[src/rtl/can_filter_pkg.sv]
// constants and carrier types of the identifier acceptance filter
package can_filter_pkg;

  localparam int ADDR_W = 8;
  localparam int NUM_FILT = 8;
  localparam int HIT_W = 3;

  // register byte addresses
  localparam logic [ADDR_W-1:0] CODE_BASE = 8'h00;
  localparam logic [ADDR_W-1:0] IGNORE_BASE = 8'h08;
  localparam logic [ADDR_W-1:0] CTRL_ADDR = 8'h10;
  localparam logic [ADDR_W-1:0] STAT_ADDR = 8'h11;
  localparam logic [ADDR_W-1:0] IRQ_STAT_ADDR = 8'h12;
  localparam logic [ADDR_W-1:0] IRQ_MASK_ADDR = 8'h13;

  // control register fields
  localparam int CTRL_INIT_BIT = 0;
  localparam int CTRL_ORG_LSB = 4;
  localparam int CTRL_ORG_MSB = 5;
  // status register fields
  localparam int STAT_HIT_LSB = 0;
  localparam int STAT_HIT_MSB = 2;
  localparam int STAT_ACK_BIT = 7;
  // interrupt event bits
  localparam int EV_ACCEPT = 0;
  localparam int EV_DROP = 1;
  localparam int EV_W = 2;

  // reset values
  localparam logic [7:0] CODE_RST = 8'h00;
  localparam logic [7:0] IGNORE_RST = 8'h00;
  localparam logic [7:0] BYTE_ZERO = 8'h00;
  localparam logic [7:0] BYTE_ALL = 8'hff;
  localparam logic [HIT_W-1:0] HIT_RST = 3'h0;
  localparam logic [EV_W-1:0] EV_ZERO = 2'h0;

  typedef enum logic [1:0] {
    ORG_TWO32 = 2'b00,
    ORG_FOUR16 = 2'b01,
    ORG_EIGHT8 = 2'b10,
    ORG_CLOSED = 2'b11
  } org_t;

  // identifier_bytes[0] is the first identifier byte on the bus
  typedef struct packed {
    logic extended;
    logic [3:0][7:0] identifier_bytes;
  } rx_msg_t;

  typedef struct packed {
    logic [ADDR_W-1:0] addr;
    logic [7:0] wdata;
    logic wr;
    logic rd;
  } reg_req_t;

  localparam rx_msg_t MSG_RST = '0;

endpackage

[src/rtl/can_acceptance_filter.sv]
// identifier acceptance filter with code/ignore registers and receive hand-off
// What this block does
// keep message in background; forward only accepted
// compare identifier bytes bit by bit
// extended uses four pairs, standard two
// code byte compared, result qualified by ignore
// ignore bit 0 demands equal bit
// ignore bit 1 skips; all compared must match
// software ignores three low bits, 32-bit standard
// software ignores three low bits, 16-bit standard
// read anytime, write only in init mode
// organization selects 32/16/8-bit or closed
// closed organization accepts nothing
// hit index follows foreground message
module can_acceptance_filter (
  input wire logic ref_clk, // 125 MHz clock
  input wire logic nrst, // async reset, active low
  input wire can_filter_pkg::reg_req_t bus, // register request
  output logic [7:0] rdata, // read data, cycle after read strobe
  input wire logic init_acknowledge, // controller reports init mode
  output logic init_request, // software request for init mode
  input wire logic rx_valid, // one-cycle pulse: new message received
  input wire can_filter_pkg::rx_msg_t rx_msg, // received identifier
  output can_filter_pkg::rx_msg_t fg_msg, // foreground buffer identifier
  output logic fg_load, // one-cycle pulse: foreground reloaded
  output logic [2:0] filter_hit_index, // filter that accepted fg_msg
  output logic irq // level interrupt
);
  import can_filter_pkg::*;

  logic [NUM_FILT-1:0][7:0] code_byte;
  logic [NUM_FILT-1:0][7:0] ignore_byte;
  org_t filter_organization;
  rx_msg_t bg_msg;
  logic pending;
  logic [NUM_FILT-1:0] hit8;
  logic [3:0] hit16;
  logic [1:0] hit32;
  logic [NUM_FILT-1:0] hit_vec;
  logic accept;
  logic [HIT_W-1:0] hit_sel;
  logic init_mode;
  logic [EV_W-1:0] irq_status;
  logic [EV_W-1:0] irq_mask;
  logic [EV_W-1:0] events;
  logic [EV_W-1:0] clr_bits;
  logic [7:0] next_rdata;

  // identifier bit must equal code bit unless ignored; all must agree
  // bitwise compare
  // qualified by ignore
  // zero demands equal
  // one skips bit
  function automatic logic byte_match(input logic [7:0] id, input logic [7:0] code,
                                      input logic [7:0] ign);
    byte_match = &(~(id ^ code) | ign);
  endfunction

  function automatic logic [HIT_W-1:0] lowest_set(input logic [NUM_FILT-1:0] v);
    lowest_set = HIT_RST;
    for (int i = NUM_FILT - 1; i >= 0; i--) begin
      if (v[i]) begin
        lowest_set = HIT_W'(i);
      end
    end
  endfunction

  function automatic logic is_code_addr(input logic [ADDR_W-1:0] a);
    is_code_addr = (a >= CODE_BASE) && (a < IGNORE_BASE);
  endfunction

  function automatic logic is_ignore_addr(input logic [ADDR_W-1:0] a);
    is_ignore_addr = (a >= IGNORE_BASE) && (a < CTRL_ADDR);
  endfunction

  assign init_mode = init_request && init_acknowledge;

  // register writes

  always_ff @(posedge ref_clk or negedge nrst) begin
    if (!nrst) begin
      init_request <= 1'b0;
    end else if (bus.wr && bus.addr == CTRL_ADDR) begin
      init_request <= bus.wdata[CTRL_INIT_BIT];
    end
  end

  // configuration is frozen outside init mode so a live filter never glitches
  // write gate
  always_ff @(posedge ref_clk or negedge nrst) begin
    if (!nrst) begin
      filter_organization <= ORG_TWO32;
    end else if (bus.wr && bus.addr == CTRL_ADDR && init_mode) begin
      filter_organization <= org_t'(bus.wdata[CTRL_ORG_MSB:CTRL_ORG_LSB]);
    end
  end

  // write gate
  always_ff @(posedge ref_clk or negedge nrst) begin
    if (!nrst) begin
      code_byte <= {NUM_FILT{CODE_RST}};
    end else if (bus.wr && is_code_addr(bus.addr) && init_mode) begin
      code_byte[bus.addr[HIT_W-1:0]] <= bus.wdata;
    end
  end

  // write gate
  always_ff @(posedge ref_clk or negedge nrst) begin
    if (!nrst) begin
      ignore_byte <= {NUM_FILT{IGNORE_RST}};
    end else if (bus.wr && is_ignore_addr(bus.addr) && init_mode) begin
      ignore_byte[bus.addr[HIT_W-1:0]] <= bus.wdata;
    end
  end

  always_ff @(posedge ref_clk or negedge nrst) begin
    if (!nrst) begin
      irq_mask <= EV_ZERO;
    end else if (bus.wr && bus.addr == IRQ_MASK_ADDR) begin
      irq_mask <= bus.wdata[EV_W-1:0];
    end
  end

  // receive path

  // a new message always overwrites the background copy; one under
  // evaluation in the same cycle is judged from the old copy first
  // background store
  always_ff @(posedge ref_clk or negedge nrst) begin
    if (!nrst) begin
      bg_msg <= MSG_RST;
    end else if (rx_valid) begin
      bg_msg <= rx_msg;
    end
  end

  always_ff @(posedge ref_clk or negedge nrst) begin
    if (!nrst) begin
      pending <= 1'b0;
    end else begin
      pending <= rx_valid;
    end
  end

  // per-filter hit terms for every organization
  for (genvar f = 0; f < NUM_FILT; f++) begin : g_filt
    assign hit8[f] = byte_match(bg_msg.identifier_bytes[0], code_byte[f], ignore_byte[f]);
    if (f < 4) begin : g_16
      assign hit16[f] =
        byte_match(bg_msg.identifier_bytes[0], code_byte[2*f], ignore_byte[2*f]) &&
        byte_match(bg_msg.identifier_bytes[1], code_byte[2*f+1], ignore_byte[2*f+1]);
    end
    if (f < 2) begin : g_32
      // standard uses two pairs
      assign hit32[f] =
        byte_match(bg_msg.identifier_bytes[0], code_byte[4*f], ignore_byte[4*f]) &&
        byte_match(bg_msg.identifier_bytes[1], code_byte[4*f+1], ignore_byte[4*f+1]) &&
        (!bg_msg.extended ||
         (byte_match(bg_msg.identifier_bytes[2], code_byte[4*f+2], ignore_byte[4*f+2]) &&
          byte_match(bg_msg.identifier_bytes[3], code_byte[4*f+3], ignore_byte[4*f+3])));
    end
  end

  // organization select
  // closed accepts none
  always_comb begin
    hit_vec = '0;
    unique case (filter_organization)
      ORG_TWO32: hit_vec = {6'h00, hit32};
      ORG_FOUR16: hit_vec = {4'h0, hit16};
      ORG_EIGHT8: hit_vec = hit8;
      ORG_CLOSED: hit_vec = '0;
    endcase
  end

  // when several filters hit, the lowest numbered one is reported
  assign accept = pending && (|hit_vec);
  assign hit_sel = lowest_set(hit_vec);

  // forward accepted only
  always_ff @(posedge ref_clk or negedge nrst) begin
    if (!nrst) begin
      fg_msg <= MSG_RST;
    end else if (accept) begin
      fg_msg <= bg_msg;
    end
  end

  // hit index update
  always_ff @(posedge ref_clk or negedge nrst) begin
    if (!nrst) begin
      filter_hit_index <= HIT_RST;
    end else if (accept) begin
      filter_hit_index <= hit_sel;
    end
  end

  always_ff @(posedge ref_clk or negedge nrst) begin
    if (!nrst) begin
      fg_load <= 1'b0;
    end else begin
      fg_load <= accept;
    end
  end

  // interrupts

  assign events = {pending && !accept, accept};
  assign clr_bits = (bus.wr && bus.addr == IRQ_STAT_ADDR) ? bus.wdata[EV_W-1:0] : EV_ZERO;

  // a new event in the clearing cycle wins over the clear
  always_ff @(posedge ref_clk or negedge nrst) begin
    if (!nrst) begin
      irq_status <= EV_ZERO;
    end else begin
      irq_status <= (irq_status & ~clr_bits) | events;
    end
  end

  assign irq = |(irq_status & irq_mask);

  // register reads

  // read anytime
  always_comb begin
    next_rdata = BYTE_ZERO;
    if (bus.rd) begin
      if (is_code_addr(bus.addr)) begin
        next_rdata = code_byte[bus.addr[HIT_W-1:0]];
      end else if (is_ignore_addr(bus.addr)) begin
        next_rdata = ignore_byte[bus.addr[HIT_W-1:0]];
      end else if (bus.addr == CTRL_ADDR) begin
        next_rdata[CTRL_INIT_BIT] = init_request;
        next_rdata[CTRL_ORG_MSB:CTRL_ORG_LSB] = filter_organization;
      end else if (bus.addr == STAT_ADDR) begin
        next_rdata[STAT_HIT_MSB:STAT_HIT_LSB] = filter_hit_index;
        next_rdata[STAT_ACK_BIT] = init_acknowledge;
      end else if (bus.addr == IRQ_STAT_ADDR) begin
        next_rdata[EV_W-1:0] = irq_status;
      end else if (bus.addr == IRQ_MASK_ADDR) begin
        next_rdata[EV_W-1:0] = irq_mask;
      end
    end
  end

  always_ff @(posedge ref_clk or negedge nrst) begin
    if (!nrst) begin
      rdata <= BYTE_ZERO;
    end else begin
      rdata <= next_rdata;
    end
  end

  // assertions

  AST_WRITE_LOCKED: assert property (@(posedge ref_clk) disable iff (!nrst)
    bus.wr && bus.addr == CODE_BASE && !init_mode |=> code_byte[0] == $past(code_byte[0]))
    else $error("code byte changed outside init mode");

  AST_WRITE_TAKEN: assert property (@(posedge ref_clk) disable iff (!nrst)
    bus.wr && bus.addr == IGNORE_BASE && init_mode |=> ignore_byte[0] == $past(bus.wdata))
    else $error("ignore byte write in init mode lost");

  AST_READ_CODE: assert property (@(posedge ref_clk) disable iff (!nrst)
    bus.rd && bus.addr == CODE_BASE |=> rdata == $past(code_byte[0]) ##1
      (rdata == BYTE_ZERO || $past(bus.rd)))
    else $error("code byte read back wrong");

  AST_CLOSED: assert property (@(posedge ref_clk) disable iff (!nrst)
    pending && filter_organization == ORG_CLOSED |=> !fg_load && $stable(fg_msg))
    else $error("closed filter reloaded foreground");

  AST_ACCEPT_LOADS: assert property (@(posedge ref_clk) disable iff (!nrst)
    rx_valid ##1 accept |=> fg_load && fg_msg == $past(bg_msg) && irq_status[EV_ACCEPT])
    else $error("accepted message not forwarded");

  AST_DROP: assert property (@(posedge ref_clk) disable iff (!nrst)
    pending && !accept |=> !fg_load && irq_status[EV_DROP])
    else $error("rejected message forwarded");

  AST_HIT_INDEX: assert property (@(posedge ref_clk) disable iff (!nrst)
    fg_load |-> filter_hit_index == $past(hit_sel) && filter_hit_index <= HIT_W'(7))
    else $error("hit index not updated with foreground");

  AST_STD_TWO_PAIRS: assert property (@(posedge ref_clk) disable iff (!nrst)
    pending && filter_organization == ORG_TWO32 && !bg_msg.extended &&
    byte_match(bg_msg.identifier_bytes[0], code_byte[0], ignore_byte[0]) &&
    byte_match(bg_msg.identifier_bytes[1], code_byte[1], ignore_byte[1])
    |-> accept && hit_sel == HIT_RST)
    else $error("standard identifier rejected by two matching pairs");

  AST_ALL_IGNORED: assert property (@(posedge ref_clk) disable iff (!nrst)
    pending && filter_organization == ORG_EIGHT8 && ignore_byte[3] == BYTE_ALL
    |-> accept && hit_sel <= HIT_W'(3))
    else $error("fully ignored filter did not accept");

  AST_BIT_MISMATCH: assert property (@(posedge ref_clk) disable iff (!nrst)
    pending && filter_organization == ORG_EIGHT8 &&
    ((bg_msg.identifier_bytes[0] ^ code_byte[0]) & ~ignore_byte[0]) != BYTE_ZERO
    |-> !accept || hit_sel != HIT_RST)
    else $error("unignored mismatching bit still hit filter 0");

  AST_IRQ_LEVEL: assert property (@(posedge ref_clk) disable iff (!nrst)
    irq_mask[EV_ACCEPT] && $rose(irq_status[EV_ACCEPT]) |-> irq)
    else $error("unmasked event did not raise interrupt");

endmodule

[config.mk]
export PLATFORM = sky130hd
export DESIGN_NAME = can_acceptance_filter
export DESIGN_NICKNAME = d
export VERILOG_FILES = /design/src/rtl/can_filter_pkg.sv /design/src/rtl/can_acceptance_filter.sv
export SDC_FILE = /design/constraint.sdc
export NUM_CORES = 1
export LEC_CHECK = 0
export BUFFER_PORTS_ARGS = -buffer_cell sky130_fd_sc_hd__buf_4
export CORE_MARGIN = 1
export CORE_UTILIZATION = 40
export CTS_CLUSTER_SIZE = 40
export DETAILED_ROUTE_END_ITERATION = 7
export PLACE_DENSITY = 0.57
export SYNTH_ARGS = -nofsm -noshare
export SYNTH_HDL_FRONTEND = slang
export SYNTH_SLANG_ARGS = --single-unit
[constraint.sdc]
create_clock -name ref_clk -period 6.79 [get_ports ref_clk]
set_input_delay 0.679 -clock ref_clk [delete_from_list [all_inputs] [get_ports ref_clk]]
set_output_delay 0.679 -clock ref_clk [all_outputs]
set_load 0.005 [all_outputs]
==> After elaboration in Yosys (flattened, before gate mapping) <==
Index checks and enable logic that the tools add are counted.
{ "word_totals": {"regBits": 214} }
{ "classes": {"bitwise_logic": 52, "n_eq_ne": 7, "magnitude_cmp": 6, "mux": 34, "n_reduce_logical": 45} }
{ "ops": {"columns": ["cell", "count"], "rows": [
  ["64-bit bitwise mux", 2],
  ["8-bit inverter", 16],
  ["8-bit OR", 16],
  ["8-bit AND reduction", 16],
  ["8-bit bitwise XOR", 16],
  ["8-bit binary-select mux with 3-bit select", 2],
  ["8-bit two-way mux", 5],
  ["8-bit by 5-bit equality test with 1-bit output, second input constant", 4],
  ["8-bit case mux with 4 select lines", 1],
  ["3-bit two-way mux", 9],
  ["8-bit demux with 3-bit select", 1],
  ["1-bit logical AND", 22],
  ["2-bit two-way mux", 7],
  ["8-bit by 1-bit >= comparator with 1-bit output, second input constant", 1],
  ["8-bit by 4-bit >= comparator with 1-bit output, second input constant", 1],
  ["8-bit by 4-bit < comparator with 1-bit output, second input constant", 1],
  ["8-bit by 5-bit < comparator with 1-bit output, second input constant", 1],
  ["8-bit OR reduction", 1],
  ["1-bit two-way mux", 7],
  ["2-bit AND", 2],
  ["2-bit equality test, second input constant", 2],
  ["3-bit by 4-bit < comparator with 1-bit output, second input constant", 1],
  ["3-bit by 1-bit >= comparator with 1-bit output, second input constant", 1],
  ["2-bit by 1-bit equality test with 1-bit output, second input constant", 1],
  ["6 further kinds", 8]
]} }

==> Logic depth before layout (Yosys ltp) <==
{ "depth": {"depth_word": 16, "mapped_depth": 10, "ltp_nobuf": 9} }

==> Least setup slack after synthesis <==
OpenSTA, ideal clock, no wires.
{ "synth_path": {"kind": "input to register", "from": "in bus[10] in the netlist's numbering", "to": "reg ignore_byte[25] in the netlist's numbering", "stages": 6, "arrival_time_ns": 2.434, "t_required_ns": 6.665, "setup_ns": 0.125, "slack_ns": 4.231, "path_cell_list": "buf_2 > buf_2 > buf_2 > nand2_1 > nor4_2 > mux2_2"} }
{ "synth_via": {"elab_chain_len": 5, "word_cells_on_any_way": 11, "cone_classes": "order compare (4); mux (3); reduce/logical (4)"} }
{ "synth_lines": {"columns": ["element", "line", "rtl"], "rows": [
  ["from (decl)", "can_acceptance_filter.sv:18", "input wire can_filter_pkg::reg_req_t bus,"],
  ["3-bit by 4-bit < comparator with 1-bit output (implied by the code) or 3-bit by 1-bit >= comparator with 1-bit output (tied branches)", "can_acceptance_filter.sv:112", "ignore_byte[bus.addr[HIT_W-1:0]] <= bus.wdata;"],
  ["1-bit logical AND (implied by the code)", "can_acceptance_filter.sv:112", null],
  ["8-bit two-way mux (implied by the code)", "can_acceptance_filter.sv:112", null],
  ["8-bit demux with 3-bit select", "can_acceptance_filter.sv:112", null],
  ["64-bit bitwise mux", "can_acceptance_filter.sv:112", null],
  ["to (signal assigned)", "can_acceptance_filter.sv:110", "ignore_byte <= {NUM_FILT{IGNORE_RST}};"],
  ["to (signal, indexed assignment)", "can_acceptance_filter.sv:112", null],
  ["to (decl)", "can_acceptance_filter.sv:32", "logic [NUM_FILT-1:0][7:0] ignore_byte;"]
]} }
Parallel ways exist; a longest one is shown, timed or not.
A chain may end at the register's enable or synchronous reset.

==> Worst setup path in the final report <==
{ "layout_path": {"from": "reg bg_msg[4] in the netlist's numbering", "to": "reg fg_msg[32] in the netlist's numbering"} }
{ "layout_via": {"elab_chain_len": 9, "word_cells_on_any_way": 41, "cone_classes": "mux (1); bitwise (24); reduce/logical (16)"} }
{ "layout_lines": {"columns": ["element", "line", "rtl"], "rows": [
  ["from (decl)", "can_acceptance_filter.sv:34", "rx_msg_t bg_msg;"],
  ["from (signal assigned)", "can_acceptance_filter.sv:133", "bg_msg <= rx_msg;"],
  ["8-bit bitwise XOR", "can_acceptance_filter.sv:56", "byte_match = &(~(id ^ code) | ign);"],
  ["8-bit inverter", "can_acceptance_filter.sv:56", null],
  ["8-bit OR", "can_acceptance_filter.sv:56", null],
  ["8-bit AND reduction", "can_acceptance_filter.sv:56", null],
  ["1-bit logical AND", "can_acceptance_filter.sv:150, can_acceptance_filter.sv:156", null],
  ["1-bit logical AND", "can_acceptance_filter.sv:157", "byte_match(bg_msg.identifier_bytes[1], code_byte[4*f+1], ignore_byte[4*f+1]) &&"],
  ["8-bit case mux with 4 select lines (*)", "can_acceptance_filter.sv:168", "unique case (filter_organization)"],
  ["8-bit OR reduction (*)", "can_acceptance_filter.sv:177", "assign accept = pending && (|hit_vec);"],
  ["1-bit logical AND (*)", "can_acceptance_filter.sv:177", null],
  ["to (signal assigned)", "can_acceptance_filter.sv:185", "fg_msg <= bg_msg;"],
  ["to (decl)", "can_acceptance_filter.sv:24", "output can_filter_pkg::rx_msg_t fg_msg,"]
]} }
Mark *: on every way between the ends. The rest lies on a longest branch, timed or not.

==> flow_summary_export.csv <==
group,metric,value,unit
worst_setup_path,cp_data_arrival_time,3860,ps
routing,route.detailed.wl_per_inst,26.72,µm
sta,period_share,50.56,%
global_routing,grt_pass1_wl,52940,µm
floorplan,die-area,29030,µm²
worst_setup_path,end_kind,"register",
floorplan,die_y,170.4,µm
global_routing,track_usage,25.32,%
power_and_ir_drop,p_leak,5.860,nW
global_routing,antenna_found_initial,0,
clock_network,clock_latency,540,ps
logic_synthesis,mappedNetlistArea,11340,µm²
worst_setup_path,ff2ff_setup_slack,3360,ps
sta,hold_viol,0,
routing,num_vias,7519,
power_and_ir_drop,vdd_ir_drop_max,0.2000,mV
sta,fin_skew,27.22,ps
routing,drc,0,
worst_setup_path,r2r-start,"bg_msg[4]",
routing,first_pass_iters,5,
worst_setup_path,cp_max_fo,35,
finish,final_net_count,976,
finish,area_growth,15.91,%
sta,whs,81.30,ps
clock_network,cts_buffer_depth,3,
global_routing,grt_max_degree,75,
finish,final_layout_size_suffix_gt1_share,43.30,%
run_status,outcome,"finished, final reports clean",
floorplan,row_count,61,
clock_network,hold_buffers,0,
sta,setup_viol,0,
worst_hold_path,hp-class,"input port to async pin",
worst_setup_path,crit_required,7210,ps
sta,slew_viol_final,0,
finish,design_area,13140,µm²
sta,rsz0062_at_grt,"no",
global_routing,grt_remaining_overflow,0,
floorplan,io_pins,102,
finish,num_antenna_cells,0,
clock_network,clkTransAtPathRegs,60,ps
worst_setup_path,rr_endpoint,"fg_msg[32]",
logic_synthesis,syn_nets,894,
sta,layout_setup_ws,3357,ps
routing,wl,35220,µm
power_and_ir_drop,total_power,3.021,mW
logic_synthesis,synth-seq-cells,214,
global_routing,grt_pass1_vias,7749,
sta,fin_setup_tns,0,ps
floorplan,core,27860,µm²
placement,post-dp-hpwl,25060,µm
floorplan,dieWidth,170.4,µm
floorplan,start_util,40.71,%
sta,fmax,291.3,MHz
power_and_ir_drop,p_per_area,229.8,nW/µm²
clock_network,post_cts_resize_count,0,
worst_setup_path,reg2regPathDepth,9,
worst_setup_path,crit_path_start_kind,"register",
placement,gp_congestion,0.9274,
clock_network,cts_sinks,214,
sta,tightest_slew,998.9,ps
logic_synthesis,syn_inst,839,
clock_network,cts_buffers,25,
logic_synthesis,syn_area_per_cell,13.52,µm²
sta,min_period,3433,ps
placement,placed_area,12270,µm²
clock_network,cts_tree,"yes",
routing,first_iter_violations,634,
clock_network,postCtsSetupBuffers,0,
routing,ant_nets,0,
clock_network,h-tree-depth,1,
logic_synthesis,yosysUniqueCellTypes,53,
worst_setup_path,path_class,"register to register",
routing,vias_per_cell,5.705,
sta,max_slew_margin,33.04,%
flow_run,max_cap_violations,0,
logic_synthesis,yosysWarnings,0,
placement,place_ws,3378,ps
placement,port_buffers,101,
logic_synthesis,ys_seq_area_share,47.22,%
clock_network,root_buffer,"clkbuf_16",
## power breakdown
part	total [mW]	leakage [nW]	internal (mW)	switching, mW
Combinational	0.242	2.53	0.122	0.119
Clock	1.40	0.429	0.848	0.553
Sequential	1.38	2.90	1.30	0.0807
## cell usage after synthesis (all sizes together)
cell type / n / area [µm²]
and3: 5 / 31.28
o2111ai: 2 / 17.52
nand3b: 1 / 7.510
a22o: 3 / 26.28
mux4: 37 / 833.3
nand3: 5 / 30.03
a21oi: 8 / 40.04
o21a: 1 / 7.510
a32o: 1 / 10.01
mux2i: 2 / 20.02
nor2: 28 / 105.1
dfrtp: 214 / 5355
nand4: 2 / 12.51
inv: 3 / 11.26
clkinv: 1 / 3.750
nand2b: 2 / 12.51
xnor2: 128 / 1121
a21boi: 1 / 7.510
o22a: 6 / 52.55
clkbuf: 20 / 75.07
a22oi: 1 / 7.510
buf: 30 / 261.5
nand2: 23 / 86.33
or3: 1 / 11.26
o21ba: 1 / 10.01
o21ai: 15 / 86.33
or2: 1 / 6.260
o211ai: 6 / 50.05
and2: 1 / 6.260
nor3: 11 / 65.06
nor4: 13 / 136.4
nor3b: 1 / 7.510
o22ai: 51 / 331.6
or3b: 1 / 8.760
mux2: 202 / 2387
a32oi: 3 / 45.05
a221oi: 1 / 8.760
nor2b: 7 / 43.79
## sequential cells by signal, indices dropped and copies added (netlist names)
name                 count
fg_load                  1
irq_status               2
init_request             1
irq_mask                 2
filter_organization      2
rdata                    8
ignore_byte             64
filter_hit_index         3
fg_msg                  33
code_byte               64
bg_msg                  33
pending                  1
## kinds of logic after synthesis
kind of cell	count (synthesis)	share of synthesized area, %
multiplexers	241	28.58
buffers and inverters	54	3.101
flip-flops	214	47.23
XOR/XNOR	128	9.886
AND/OR/NAND/NOR	102	5.031
AO/OA/AOI/OAI	100	6.179
## layer usage
layer,GRT usage (%),part of all wire [%],vias to the layer above
li1,-,-,3234
met4,8.069,2.8,0
met1,36.84,45,3910
met3,4.791,7.6,54
met2,37.90,44,321
met5,0,0,-
## worst max-delay path, stage by stage (launching register included)
cell	delay [ps]
dfrtp_1	780
xnor2_1	150
o22ai_1	300
nor4_2	150
o2111ai_1	200
o211ai_2	190
or3_4	420
o21ai_4	120
buf_4	530
mux2_2	400
## placed cells by master, fill, tap and decap left out, types with 13 or more instances in the layout
| master | synthesis | routed |
|---|---|---|
| dfrtp_1 | 214 | 214 |
| mux2_2 | 172 | 172 |
| xnor2_1 | 128 | 128 |
| buf_4 | 8 | 104 |
| o22ai_1 | 49 | 49 |
| mux4_2 | 37 | 37 |
| mux2_4 | 30 | 30 |
| nor2_1 | 28 | 28 |
| clkbuf_16 | 0 | 25 |
| nand2_1 | 23 | 23 |
| o21ai_0 | 13 | 13 |
## through the flow
step	cells	util, %
3_3_place_gp	1272	44.05
6_report	1318	47.18
3_5_place_dp	1272	44.05
4_1_cts	1318	47.18
5_1_grt	1318	47.18
2_1_floorplan	839	-
## worst max-delay path by stage
stage          startpoint              end  slack [ps]  cells past startpoint
6_report        bg_msg[4]       fg_msg[32]        3360                      9
5_1_grt         bg_msg[4]       fg_msg[32]        3270                      9
4_1_cts         bg_msg[4]        fg_msg[7]        3370                      9
3_5_place_dp    bg_msg[4]       fg_msg[15]        3380                      9
3_3_place_gp    bg_msg[4]       fg_msg[32]        3370                      9
2_1_floorplan     bus[10]  ignore_byte[25]        4230                      6
## cell type report
cell class	instances	area [µm²]
Clock buffer	31	698.2
Multi-Input combinational cell	571	5633
Tap cell	378	473.0
Fill cell	2525	14710
Sequential cell	214	5355
Clock inverter	15	173.9
Inverter	4	15.01
Timing Repair Buffer	105	795.8
No activity file was read; power rests on OpenSTA's default activity.
